--- src/dcfm_pkg.sv ---
// Purpose: Shared constants
// Assumes: Single core clock; port clocks arrive as sampled inputs
// Notes:   Offsets are AXI4-Lite byte addresses
package dcfm_pkg;
   localparam int         FIFO_DEPTH  = 64;
   localparam int         WORD_W      = 36;
   localparam int         BYTE_W      = 9;
   localparam int         RESET_EDGES = 4;
   localparam int         CNT_FIELD_W = 8;
   // Offset presets picked at reset release; plain defaults
   localparam int         OFFSET_PRESET [4] = '{16, 12, 8, 4};

   localparam int         AXI_AW      = 4;
   localparam logic [3:0] CTRL_OFF    = 4'h0;
   localparam logic [3:0] STATUS_OFF  = 4'h4;
   localparam logic [3:0] MASK_OFF    = 4'h8;
   localparam logic [3:0] LEVEL_OFF   = 4'hc;
   localparam logic [1:0] RESP_OKAY   = 2'h0;
   localparam logic [1:0] RESP_SLVERR = 2'h2;

   localparam int         CTRL_ODD_BIT = 0;
   localparam logic       CTRL_ODD_RST = 1'h0;

   localparam int         EV_W        = 6;
   localparam int         EV_A_PERR   = 0;
   localparam int         EV_B_PERR   = 1;
   localparam int         EV_MAIL_B   = 2;
   localparam int         EV_MAIL_A   = 3;
   localparam int         EV_WR_FULL  = 4;
   localparam int         EV_RD_EMPTY = 5;
endpackage

--- src/dcfm_par_if.sv ---
// Purpose: Words and results for one parity unit
// Assumes: Word width a whole number of 9-bit bytes
// Notes:   One instance per port
`timescale 1ns/1ns
interface dcfm_par_if #(
   parameter int W = dcfm_pkg::WORD_W
);
   logic [W-1:0] chk_word;
   logic [W-1:0] gen_in;
   logic [W-1:0] gen_out;
   logic         odd;
   logic         err;
   modport unit (input chk_word, input gen_in, input odd, output gen_out, output err);
   modport user (output chk_word, output gen_in, output odd, input gen_out, input err);
endinterface

--- src/dcfm_top.sv ---
// Purpose: Queue from port A to port B with two mailboxes and flags
// Assumes: Port clocks are inputs sampled by core_clk
// Notes:   Flags are active low, as on the pins of the original part
// Notes on behaviour
// - Sixty-four words of 36 bits are queued in order from port A to port B.
// - A port moves data only on its own rising clock edge qualified by its enables.
// - Each port is paced by its own clock and works whether the clocks are related or not.
// - Full and almost-full each pass two sync stages stepped by the port A clock.
// - Empty and almost-empty each pass two sync stages stepped by the port B clock.
// - Almost-full and almost-empty compare against a selected offset.
// - Two 36-bit mailboxes bypass the queue, one per direction, each with a new-mail flag.
// - Parity is checked passively and never blocks or alters a transfer.
// - A reader may ask for generated parity bits in place of the stored ones.
// - Parity runs over 9-bit bytes with the top bit as parity; odd sense when set.
// - A mailbox write drops its flag and blocks writes; a far-side read raises it.
// - Reset takes four edges of each port clock and latches the offset pick at release.
//
// Our own choices: the address map and the AXI4-Lite interface to the registers.
`timescale 1ns/1ns
module dcfm_top #(
   parameter int DEPTH = dcfm_pkg::FIFO_DEPTH,
   parameter int WIDTH = dcfm_pkg::WORD_W
) (
   input  wire logic                      core_clk,
   input  wire logic                      rst,
   input  wire logic                      ce,
   input  wire logic                      port_a_clock,
   input  wire logic                      a_side_select_n,
   input  wire logic                      a_side_gate,
   input  wire logic                      a_dir_select,
   input  wire logic                      a_mail_select,
   input  wire logic                      a_parity_gen,
   input  wire logic [WIDTH-1:0]          a_data_in,
   output logic      [WIDTH-1:0]          a_data_out,
   output logic                           a_data_oe,
   input  wire logic                      port_b_clock,
   input  wire logic                      b_side_select_n,
   input  wire logic                      b_side_gate,
   input  wire logic                      b_dir_select,
   input  wire logic                      b_mail_select,
   input  wire logic                      b_parity_gen,
   input  wire logic [WIDTH-1:0]          b_data_in,
   output logic      [WIDTH-1:0]          b_data_out,
   output logic                           b_data_oe,
   input  wire logic [1:0]                threshold_preset_pick,
   output logic                           full_flag_n,
   output logic                           almost_full_flag_n,
   output logic                           empty_flag_n,
   output logic                           almost_empty_flag_n,
   output logic                           mail_to_b_flag_n,
   output logic                           mail_to_a_flag_n,
   output logic                           a_parity_err_n,
   output logic                           b_parity_err_n,
   output logic                           irq,
   input  wire logic [dcfm_pkg::AXI_AW-1:0] s_axi_awaddr,
   input  wire logic                      s_axi_awvalid,
   output logic                           s_axi_awready,
   input  wire logic [31:0]               s_axi_wdata,
   input  wire logic [3:0]                s_axi_wstrb,
   input  wire logic                      s_axi_wvalid,
   output logic                           s_axi_wready,
   output logic      [1:0]                s_axi_bresp,
   output logic                           s_axi_bvalid,
   input  wire logic                      s_axi_bready,
   input  wire logic [dcfm_pkg::AXI_AW-1:0] s_axi_araddr,
   input  wire logic                      s_axi_arvalid,
   output logic                           s_axi_arready,
   output logic      [31:0]               s_axi_rdata,
   output logic      [1:0]                s_axi_rresp,
   output logic                           s_axi_rvalid,
   input  wire logic                      s_axi_rready
);
   localparam int              PW    = $clog2(DEPTH) + 1;
   localparam int              AW    = dcfm_pkg::AXI_AW;
   localparam int              EW    = dcfm_pkg::EV_W;
   localparam logic [PW-1:0]   DEPTH_P = PW'(DEPTH);
   localparam logic [2:0]      EDGES = 3'(dcfm_pkg::RESET_EDGES);

   // Pointers carry one wrap bit, so the count field must hold DEPTH
   if (DEPTH < 2 || (DEPTH & (DEPTH - 1)) != 0 || PW > dcfm_pkg::CNT_FIELD_W
       || dcfm_pkg::OFFSET_PRESET[0] >= DEPTH
       || WIDTH % dcfm_pkg::BYTE_W != 0 || WIDTH > 32 + dcfm_pkg::BYTE_W * 4)
   begin : g_bad_params
      $error("dcfm_top: DEPTH or WIDTH not supported");
   end

   // Port clock edge detection and reset sequencing
   logic            a_clk_q;
   logic            b_clk_q;
   logic            hold_q;
   logic [2:0]      a_rcnt_q;
   logic [2:0]      b_rcnt_q;
   logic [PW-1:0]   offset_q;

   wire a_edge = port_a_clock & ~a_clk_q;
   wire b_edge = port_b_clock & ~b_clk_q;
   wire a_rdone = (a_rcnt_q == EDGES);
   wire b_rdone = (b_rcnt_q == EDGES);
   wire [PW-1:0] preset = PW'(dcfm_pkg::OFFSET_PRESET[threshold_preset_pick]);

   always_ff @(posedge core_clk)
   begin
      if (ce)
      begin
         a_clk_q <= port_a_clock;
         b_clk_q <= port_b_clock;
         if (rst)
         begin
            hold_q   <= 1'b1;
            a_rcnt_q <= '0;
            b_rcnt_q <= '0;
         end
         else if (hold_q)
         begin
            // Edges count from release, so any reset pulse length works
            a_rcnt_q <= a_rdone ? a_rcnt_q : a_rcnt_q + 3'(a_edge);
            b_rcnt_q <= b_rdone ? b_rcnt_q : b_rcnt_q + 3'(b_edge);
            if (a_rdone && b_rdone)
            begin
               hold_q   <= 1'b0;
               a_rcnt_q <= '0;
               b_rcnt_q <= '0;
               offset_q <= preset;
            end
         end
      end
   end

   // Port qualification
   wire a_xfer = a_edge & ~a_side_select_n & a_side_gate & ~hold_q;
   wire b_xfer = b_edge & ~b_side_select_n & b_side_gate & ~hold_q;
   wire a_wr   = a_xfer & a_dir_select;
   wire a_rd   = a_xfer & ~a_dir_select;
   wire b_wr   = b_xfer & b_dir_select;
   wire b_rd   = b_xfer & ~b_dir_select;

   // Queue storage and pointers
   logic [WIDTH-1:0] mem_q [DEPTH];
   logic [PW-1:0]    wptr_q;
   logic [PW-1:0]    rptr_q;
   logic [1:0]       ff_sync_q;
   logic [1:0]       af_sync_q;
   logic [1:0]       ef_sync_q;
   logic [1:0]       ae_sync_q;

   wire [PW-1:0] count     = wptr_q - rptr_q;
   wire          full_raw  = (count == DEPTH_P);
   wire          empty_raw = (count == '0);
   wire          af_raw    = (DEPTH_P - count) <= offset_q;
   wire          ae_raw    = count <= offset_q;

   // Raw state also gates: flag lag cannot overrun
   wire fifo_wr_req = a_wr & ~a_mail_select;
   wire fifo_rd_req = b_rd & ~b_mail_select;
   wire fifo_wr     = fifo_wr_req & ff_sync_q[1] & ~full_raw;
   wire fifo_rd     = fifo_rd_req & ef_sync_q[1] & ~empty_raw;
   wire [WIDTH-1:0] fifo_head = mem_q[rptr_q[PW-2:0]];

   always_ff @(posedge core_clk)
   begin
      if (ce && fifo_wr)
      begin
         mem_q[wptr_q[PW-2:0]] <= a_data_in;
      end
   end

   always_ff @(posedge core_clk)
   begin
      if (ce)
      begin
         if (rst || hold_q)
         begin
            wptr_q    <= '0;
            rptr_q    <= '0;
            ff_sync_q <= 2'h0;
            af_sync_q <= 2'h3;
            ef_sync_q <= 2'h0;
            ae_sync_q <= 2'h0;
         end
         else
         begin
            wptr_q <= wptr_q + PW'(fifo_wr);
            rptr_q <= rptr_q + PW'(fifo_rd);
            if (a_edge)
            begin
               ff_sync_q <= {ff_sync_q[0], ~full_raw};
               af_sync_q <= {af_sync_q[0], ~af_raw};
            end
            if (b_edge)
            begin
               ef_sync_q <= {ef_sync_q[0], ~empty_raw};
               ae_sync_q <= {ae_sync_q[0], ~ae_raw};
            end
         end
      end
   end

   assign full_flag_n         = ff_sync_q[1];
   assign almost_full_flag_n  = af_sync_q[1];
   assign empty_flag_n        = ef_sync_q[1];
   assign almost_empty_flag_n = ae_sync_q[1];

   // Parity units; odd/even sense comes from the control register
   logic ctrl_odd_q;
   dcfm_par_if #(.W(WIDTH)) pa_if ();
   dcfm_par_if #(.W(WIDTH)) pb_if ();
   dcfm_parity #(.W(WIDTH)) u_par_a (.p(pa_if.unit));
   dcfm_parity #(.W(WIDTH)) u_par_b (.p(pb_if.unit));

   // Mailboxes
   logic [WIDTH-1:0] mail1_q;
   logic [WIDTH-1:0] mail2_q;
   logic             mail_to_b_flag_q;
   logic             mail_to_a_flag_q;

   wire mail1_wr = a_wr & a_mail_select & mail_to_b_flag_q;
   wire mail1_rd = b_rd & b_mail_select;
   wire mail2_wr = b_wr & b_mail_select & mail_to_a_flag_q;
   wire mail2_rd = a_rd & a_mail_select;
   wire [WIDTH-1:0] b_src = b_mail_select ? mail1_q : fifo_head;

   assign pa_if.chk_word = a_data_in;
   assign pa_if.gen_in   = mail2_q;
   assign pa_if.odd      = ctrl_odd_q;
   assign pb_if.chk_word = b_data_in;
   assign pb_if.gen_in   = b_src;
   assign pb_if.odd      = ctrl_odd_q;

   // Shared trees: a generating mailbox read set-up hides errors
   wire a_gen_setup = ~a_side_select_n & a_side_gate & ~a_dir_select & a_mail_select
                      & a_parity_gen;
   wire b_gen_setup = ~b_side_select_n & b_side_gate & ~b_dir_select & b_mail_select
                      & b_parity_gen;
   wire a_perr = pa_if.err & ~a_gen_setup;
   wire b_perr = pb_if.err & ~b_gen_setup;
   wire [WIDTH-1:0] a_rd_word = a_parity_gen ? pa_if.gen_out : mail2_q;
   wire [WIDTH-1:0] b_rd_word = b_parity_gen ? pb_if.gen_out : b_src;

   always_ff @(posedge core_clk)
   begin
      if (ce)
      begin
         a_data_oe <= ~a_side_select_n & ~a_dir_select;
         b_data_oe <= ~b_side_select_n & ~b_dir_select;
         if (rst || hold_q)
         begin
            mail_to_b_flag_q         <= 1'b1;
            mail_to_a_flag_q         <= 1'b1;
            a_parity_err_n <= 1'b1;
            b_parity_err_n <= 1'b1;
            a_data_out     <= '0;
            b_data_out     <= '0;
         end
         else
         begin
            a_parity_err_n <= ~a_perr;
            b_parity_err_n <= ~b_perr;
            if (mail1_wr)
            begin
               mail1_q <= a_data_in;
            end
            if (mail2_wr)
            begin
               mail2_q <= b_data_in;
            end
            mail_to_b_flag_q <= mail1_wr ? 1'b0 : (mail1_rd ? 1'b1 : mail_to_b_flag_q);
            mail_to_a_flag_q <= mail2_wr ? 1'b0 : (mail2_rd ? 1'b1 : mail_to_a_flag_q);
            if (mail2_rd)
            begin
               a_data_out <= a_rd_word;
            end
            if (fifo_rd || mail1_rd)
            begin
               b_data_out <= b_rd_word;
            end
         end
      end
   end

   assign mail_to_b_flag_n = mail_to_b_flag_q;
   assign mail_to_a_flag_n = mail_to_a_flag_q;

   // Events into the sticky status register
   wire [EW-1:0] events;
   assign events[dcfm_pkg::EV_A_PERR]   = a_wr & a_perr;
   assign events[dcfm_pkg::EV_B_PERR]   = b_wr & b_perr;
   assign events[dcfm_pkg::EV_MAIL_B]   = mail1_wr;
   assign events[dcfm_pkg::EV_MAIL_A]   = mail2_wr;
   assign events[dcfm_pkg::EV_WR_FULL]  = fifo_wr_req & ~fifo_wr;
   assign events[dcfm_pkg::EV_RD_EMPTY] = fifo_rd_req & ~fifo_rd;

   // AXI4-Lite slave: one write and one read in flight at most
   logic          aw_rdy_q;
   logic          w_rdy_q;
   logic          ar_rdy_q;
   logic [AW-1:0] awaddr_q;
   logic [31:0]   wdata_q;
   logic          wstrb0_q;
   logic [EW-1:0] status_q;
   logic [EW-1:0] mask_q;

   wire aw_hs   = s_axi_awvalid & aw_rdy_q;
   wire w_hs    = s_axi_wvalid & w_rdy_q;
   wire ar_hs   = s_axi_arvalid & ar_rdy_q;
   wire do_wr   = ~aw_rdy_q & ~w_rdy_q & ~s_axi_bvalid;
   wire wr_ctrl = do_wr & wstrb0_q & (awaddr_q == dcfm_pkg::CTRL_OFF);
   wire wr_mask = do_wr & wstrb0_q & (awaddr_q == dcfm_pkg::MASK_OFF);
   wire wr_ok   = (awaddr_q == dcfm_pkg::CTRL_OFF) || (awaddr_q == dcfm_pkg::MASK_OFF)
                  || (awaddr_q == dcfm_pkg::STATUS_OFF) || (awaddr_q == dcfm_pkg::LEVEL_OFF);
   wire st_clr  = ar_hs & (s_axi_araddr == dcfm_pkg::STATUS_OFF);
   wire [EW-1:0] status_d = (status_q & ~{EW{st_clr}}) | events;

   wire [5:0] flags_now = {mail_to_a_flag_q, mail_to_b_flag_q, ae_sync_q[1], ef_sync_q[1], af_sync_q[1],
                           ff_sync_q[1]};
   wire [31:0] level_word = {18'h0, flags_now, dcfm_pkg::CNT_FIELD_W'(count)};
   wire        rd_hit = (s_axi_araddr == dcfm_pkg::CTRL_OFF)
                        || (s_axi_araddr == dcfm_pkg::STATUS_OFF)
                        || (s_axi_araddr == dcfm_pkg::MASK_OFF)
                        || (s_axi_araddr == dcfm_pkg::LEVEL_OFF);
   wire [31:0] rd_word =
      (s_axi_araddr == dcfm_pkg::CTRL_OFF)   ? 32'(ctrl_odd_q) :
      (s_axi_araddr == dcfm_pkg::STATUS_OFF) ? 32'(status_q) :
      (s_axi_araddr == dcfm_pkg::MASK_OFF)   ? 32'(mask_q) :
      (s_axi_araddr == dcfm_pkg::LEVEL_OFF)  ? level_word : 32'h0;

   always_ff @(posedge core_clk)
   begin
      if (ce)
      begin
         if (rst)
         begin
            aw_rdy_q      <= 1'b1;
            w_rdy_q       <= 1'b1;
            ar_rdy_q      <= 1'b1;
            s_axi_bvalid  <= 1'b0;
            s_axi_bresp   <= dcfm_pkg::RESP_OKAY;
            s_axi_rvalid  <= 1'b0;
            s_axi_rresp   <= dcfm_pkg::RESP_OKAY;
            s_axi_rdata   <= '0;
            ctrl_odd_q    <= dcfm_pkg::CTRL_ODD_RST;
            mask_q        <= '0;
            status_q      <= '0;
            irq           <= 1'b0;
         end
         else
         begin
            if (aw_hs)
            begin
               aw_rdy_q <= 1'b0;
               awaddr_q <= s_axi_awaddr;
            end
            if (w_hs)
            begin
               w_rdy_q  <= 1'b0;
               wdata_q  <= s_axi_wdata;
               wstrb0_q <= s_axi_wstrb[0];
            end
            if (do_wr)
            begin
               s_axi_bvalid <= 1'b1;
               s_axi_bresp  <= wr_ok ? dcfm_pkg::RESP_OKAY : dcfm_pkg::RESP_SLVERR;
            end
            else if (s_axi_bvalid && s_axi_bready)
            begin
               s_axi_bvalid <= 1'b0;
               aw_rdy_q     <= 1'b1;
               w_rdy_q      <= 1'b1;
            end
            if (wr_ctrl)
            begin
               ctrl_odd_q <= wdata_q[dcfm_pkg::CTRL_ODD_BIT];
            end
            if (wr_mask)
            begin
               mask_q <= wdata_q[EW-1:0];
            end
            if (ar_hs)
            begin
               ar_rdy_q     <= 1'b0;
               s_axi_rvalid <= 1'b1;
               s_axi_rdata  <= rd_word;
               s_axi_rresp  <= rd_hit ? dcfm_pkg::RESP_OKAY : dcfm_pkg::RESP_SLVERR;
            end
            else if (s_axi_rvalid && s_axi_rready)
            begin
               s_axi_rvalid <= 1'b0;
               ar_rdy_q     <= 1'b1;
            end
            // New events win over the read-clear
            status_q <= status_d;
            irq      <= |(status_q & mask_q);
         end
      end
   end

   assign s_axi_awready = aw_rdy_q;
   assign s_axi_wready  = w_rdy_q;
   assign s_axi_arready = ar_rdy_q;
endmodule // dcfm_top

--- src/dcfm_parity.sv ---
// Purpose: Per-byte parity check and generation
// Assumes: Top bit of each 9-bit byte is its parity bit
// Notes:   Purely combinational
`timescale 1ns/1ns
module dcfm_parity #(
   parameter int W = dcfm_pkg::WORD_W
) (
   dcfm_par_if.unit p
);
   localparam int BW = dcfm_pkg::BYTE_W;
   localparam int NB = W / BW;

   logic [NB-1:0] bad;

   for (genvar i = 0; i < NB; i++)
   begin : g_byte
      wire chk_par = ^p.chk_word[i*BW +: BW];
      wire gen_par = (^p.gen_in[i*BW +: BW-1]) ^ p.odd;
      assign bad[i] = chk_par ^ p.odd;
      assign p.gen_out[i*BW +: BW] = {gen_par, p.gen_in[i*BW +: BW-1]};
   end

   assign p.err = |bad;
endmodule // dcfm_parity

--- config.mk ---
export PLATFORM = sky130hd
export DESIGN_NAME = dcfm_top
export DESIGN_NICKNAME = d
export VERILOG_FILES = /design/src/dcfm_pkg.sv /design/src/dcfm_par_if.sv /design/src/dcfm_top.sv /design/src/dcfm_parity.sv
export SDC_FILE = /design/constraint.sdc
export NUM_CORES = 2
export LEC_CHECK = 0
export BUFFER_PORTS_ARGS = -buffer_cell sky130_fd_sc_hd__buf_2
export CORE_ASPECT_RATIO = 0.9
export CORE_MARGIN = 1.5
export CORE_UTILIZATION = 50
export DETAILED_ROUTE_END_ITERATION = 16
export PLACE_DENSITY = 0.74
export SLEW_MARGIN = 20
export SYNTH_ARGS = -nofsm -noshare
export SYNTH_HDL_FRONTEND = slang
export SYNTH_SLANG_ARGS = --single-unit
--- constraint.sdc ---
create_clock -name core_clk -period 11.3 [get_ports core_clk]
set_input_delay 0.565 -clock core_clk [delete_from_list [all_inputs] [get_ports core_clk]]
set_output_delay 0.565 -clock core_clk [all_outputs]
set_load 0.02 [all_outputs]
==> qor.txt <==
Status = completed
Worst Reg2Reg Path Length in Cells = 12
Place WS = 5580 ps
Setup crit end kind = flip-flop
Die height = 425 um
Number of remaining DRC errors = 0
Lkg Pwr = 34.6 nW
Core ar. = 196,000 sq um
Synth Instances = 4,473
Post-DRT Antenna Nets = 0
CP Launch Type = flip-flop
First-pass DRT Iterations = 5
Die Wd = 472 um
All-Layer GR Usage = 25.8%
Setup TNS = 0 ps
Seq. cell area = 76,200 sq um
Asr flop ratio synth = 0%
Number of H-tree levels = 4
Global-route wire length before repair = 365 mm
WP data required = 11,850 ps
Largest net degree at the start of global routing = 115
EDFF count, synth = 2,533
Seq cells post-synth = 2,539
Drt wl/cell = 33.8 um
WHS = 64.8 ps
Row count = 154
Layout area overhead = 12.7%
Clock Tree Root = clkbuf_16
Netlist Area Pre-Place = 99,100 sq um
Synth area leaders = edfxtp_1 77%, mux4_2 14%, mux2i_1 1.1%, xnor2_1 0.93%, nor2_1 0.61%
Vias in the first global route = 49,375
Clk slew on worst S/H paths = 60 ps
Vias = 49,545
Synthesized area per cell = 22.2 sq um
Area of the multi-input gates = 21,800 sq um
Final wirelength = 259 mm
Setup Skew = 31.5 ps
Count of buffers from port buffering = 211
Peak supply drop = 128 uV
Worst-Margin Slew = 1200 ps
Clock sink count = 2,539
Fin util = 56.9%
DIE AREA = 201,000 sq um
# Max-Cap Violations = 0
CP max FO = 64
Kind of critical path = flip-flop to flip-flop
Area share of the largest cell type after synthesis = 76.7%
Fin. Hold Viols = 0
GRT Residual Overflow = 0
Synth cell types = 77
Crit path DAT = 6360 ps
CTS tree = done
WHS Path Cells = 2
Top cells by count, synth = 2,533 x edfxtp_1, 610 x mux4_2, 160 x nor2_1, 111 x mux2i_1, 105 x xnor2_1
Total CTS buffers = 227
RD Place Congestion = 0.804
Fin crit period = 5810 ps
Postcts setup bufs = 0
FILL cells = 13,716
# setup viols final = 0
Initial Util = 50.5%
Seq/Total Area, Yosys = 76.9%
HPWL Detailed = 133 mm
Synth area leader = edfxtp_1
Initial antenna violation count = 5
Unrepaired setup endpoints after global routing = false
Slew HR = 19.8%
Synthesis Warnings = 0
Most common cell in the synthesized netlist = edfxtp_1
Min setup slack post-route = 5490 ps
Via-to-Cell Ratio = 6.45
Clock tree buffer depth = 3
Final cycle utilization of the critical path = 51.4%
Fmax = 172 MHz
Max Slew Vio Count = 0
Share of cells above drive strength 1 = 27.8%
Tightest Hold Check Type = input pin to flip-flop
Initial DRC Count = 7,796
Clock latency at the later pin of the worst-skew pair = 870 ps
Post-cts sizing count = 0
Most used DFF post-synth = edfxtp_1
I/O pins = 262
Overall power = 19.1 mW
Pwr Density = 171 nW/um^2
Nets@finish = 5,064
[worst max-delay path, cell delays in order (launching register included)]
cell and delay (ps):
dfxtp_4 960, buf_12 580, nor2b_1 1010, buf_4 340, nand2_1 110, o221ai_1 240
nor3_1 170, o32ai_1 910, xnor2_1 340, xnor2_1 310, xnor2_1 100, a21oi_1 210
nor2_1 80
[cell type report]
type                       instances  share of cell area [%]
clock buffer                     295                    5.50
tap                             2574                    2.88
timing repair buffer             430                    2.63
clock inverter                   135                    1.11
inverter                          25                  0.0840
sequential                      2539                    68.2
multi-input combinational       1681                    19.5
antenna                            5                  0.0112
[path summary, 6_finish.rpt]
kind | startpoint | slack (ps) | endpoint
worst max-delay path | flip-flop | 5490 | b_data_out[26]
worst min-delay path | b_side_select_n | 60 | b_data_oe
worst max register to register | flip-flop | 5490 | b_data_out[26]
worst min register to register | af_sync_q[0] | 510 | af_sync_q[1]
[sequential cells by signal, summed over array words and instances, names as in the netlist, 2 cells and up, named ones only]
register / cells
af_sync_q: 2
a_data_out: 36
mail1_q: 36
mem_q: 2304
status_q: 6
b_data_out: 36
wdata_q: 6
ff_sync_q: 2
s_axi_rdata: 13
mail2_q: 36
a_rcnt_q: 3
ae_sync_q: 2
offset_q: 3
ef_sync_q: 2
wptr_q: 7
b_rcnt_q: 3
awaddr_q: 4
rptr_q: 7
mask_q: 6
[placed cells by master (no fill, tap or decap), types with 31 or more instances in the layout]
cell type and count:
edfxtp_1 2533, mux4_2 610, clkbuf_16 235, buf_2 211, buf_4 156, mux2i_1 111
xnor2_1 105, nor2_1 95, nand2_1 72, and2_1 69, nor2_4 65, clkinv_1 61
clkbuf_1 56, dlygate4sd3_1 56, o21ai_0 48, a22oi_1 48, a21oi_1 46, clkinv_2 39
nor2b_1 31
[stage by stage]
| stage | instance area [sq um] | std cells |
|---|---|---|
| finish | 112000 | 7684 |
| global route | 112000 | 7680 |
| CTS | 112000 | 7678 |
| detailed placement | 104000 | 7192 |
| global placement | 104000 | 7192 |
| floorplan | 99200 | 4493 |
[where the power goes]
| part | internal [mW] | switching (mW) | total, mW |
|---|---|---|---|
| clock network | 4.33 | 3.39 | 7.72 |
| registers | 10.4 | 0.0290 | 10.4 |
| logic | 0.365 | 0.610 | 0.975 |
| total | 15.1 | 4.03 | 19.1 |
[routing by layer]
layer | routed length, um | vias up | part of all wire [%] | GRT usage, %
li1 | - | 19560 | - | -
met1 | 95200 | 25980 | 37 | 35.7
met2 | 119000 | 3501 | 46 | 39.4
met3 | 34800 | 502 | 13 | 7.47
met4 | 10300 | 2 | 4.0 | 9.31
met5 | 13 | - | 0.0050 | 0
[cell families (layout without fill, tap and decap cells)]
group | Yosys count | count (layout) | share of synthesized area, %
AO/OA/AOI/OAI | 303 | 303 | 2.13
XOR/XNOR | 138 | 138 | 1.32
adder cells (fa/ha/maj) | 22 | 22 | 0.285
buffers and inverters | 273 | 885 | 1.73
flip-flops | 2539 | 2539 | 76.9
multiplexers | 751 | 751 | 15.4
other | 1 | 26 | 0.00378
AND/OR/NAND/NOR | 446 | 446 | 2.22
[timing repair]
item | 4_1_cts | 5_1_grt
hold buffers | 56 | 0
hold endpoints to repair | 54 | 0
endpoints found under the setup margin | 0 | 0
No activity file was read; power rests on OpenSTA's default activity.
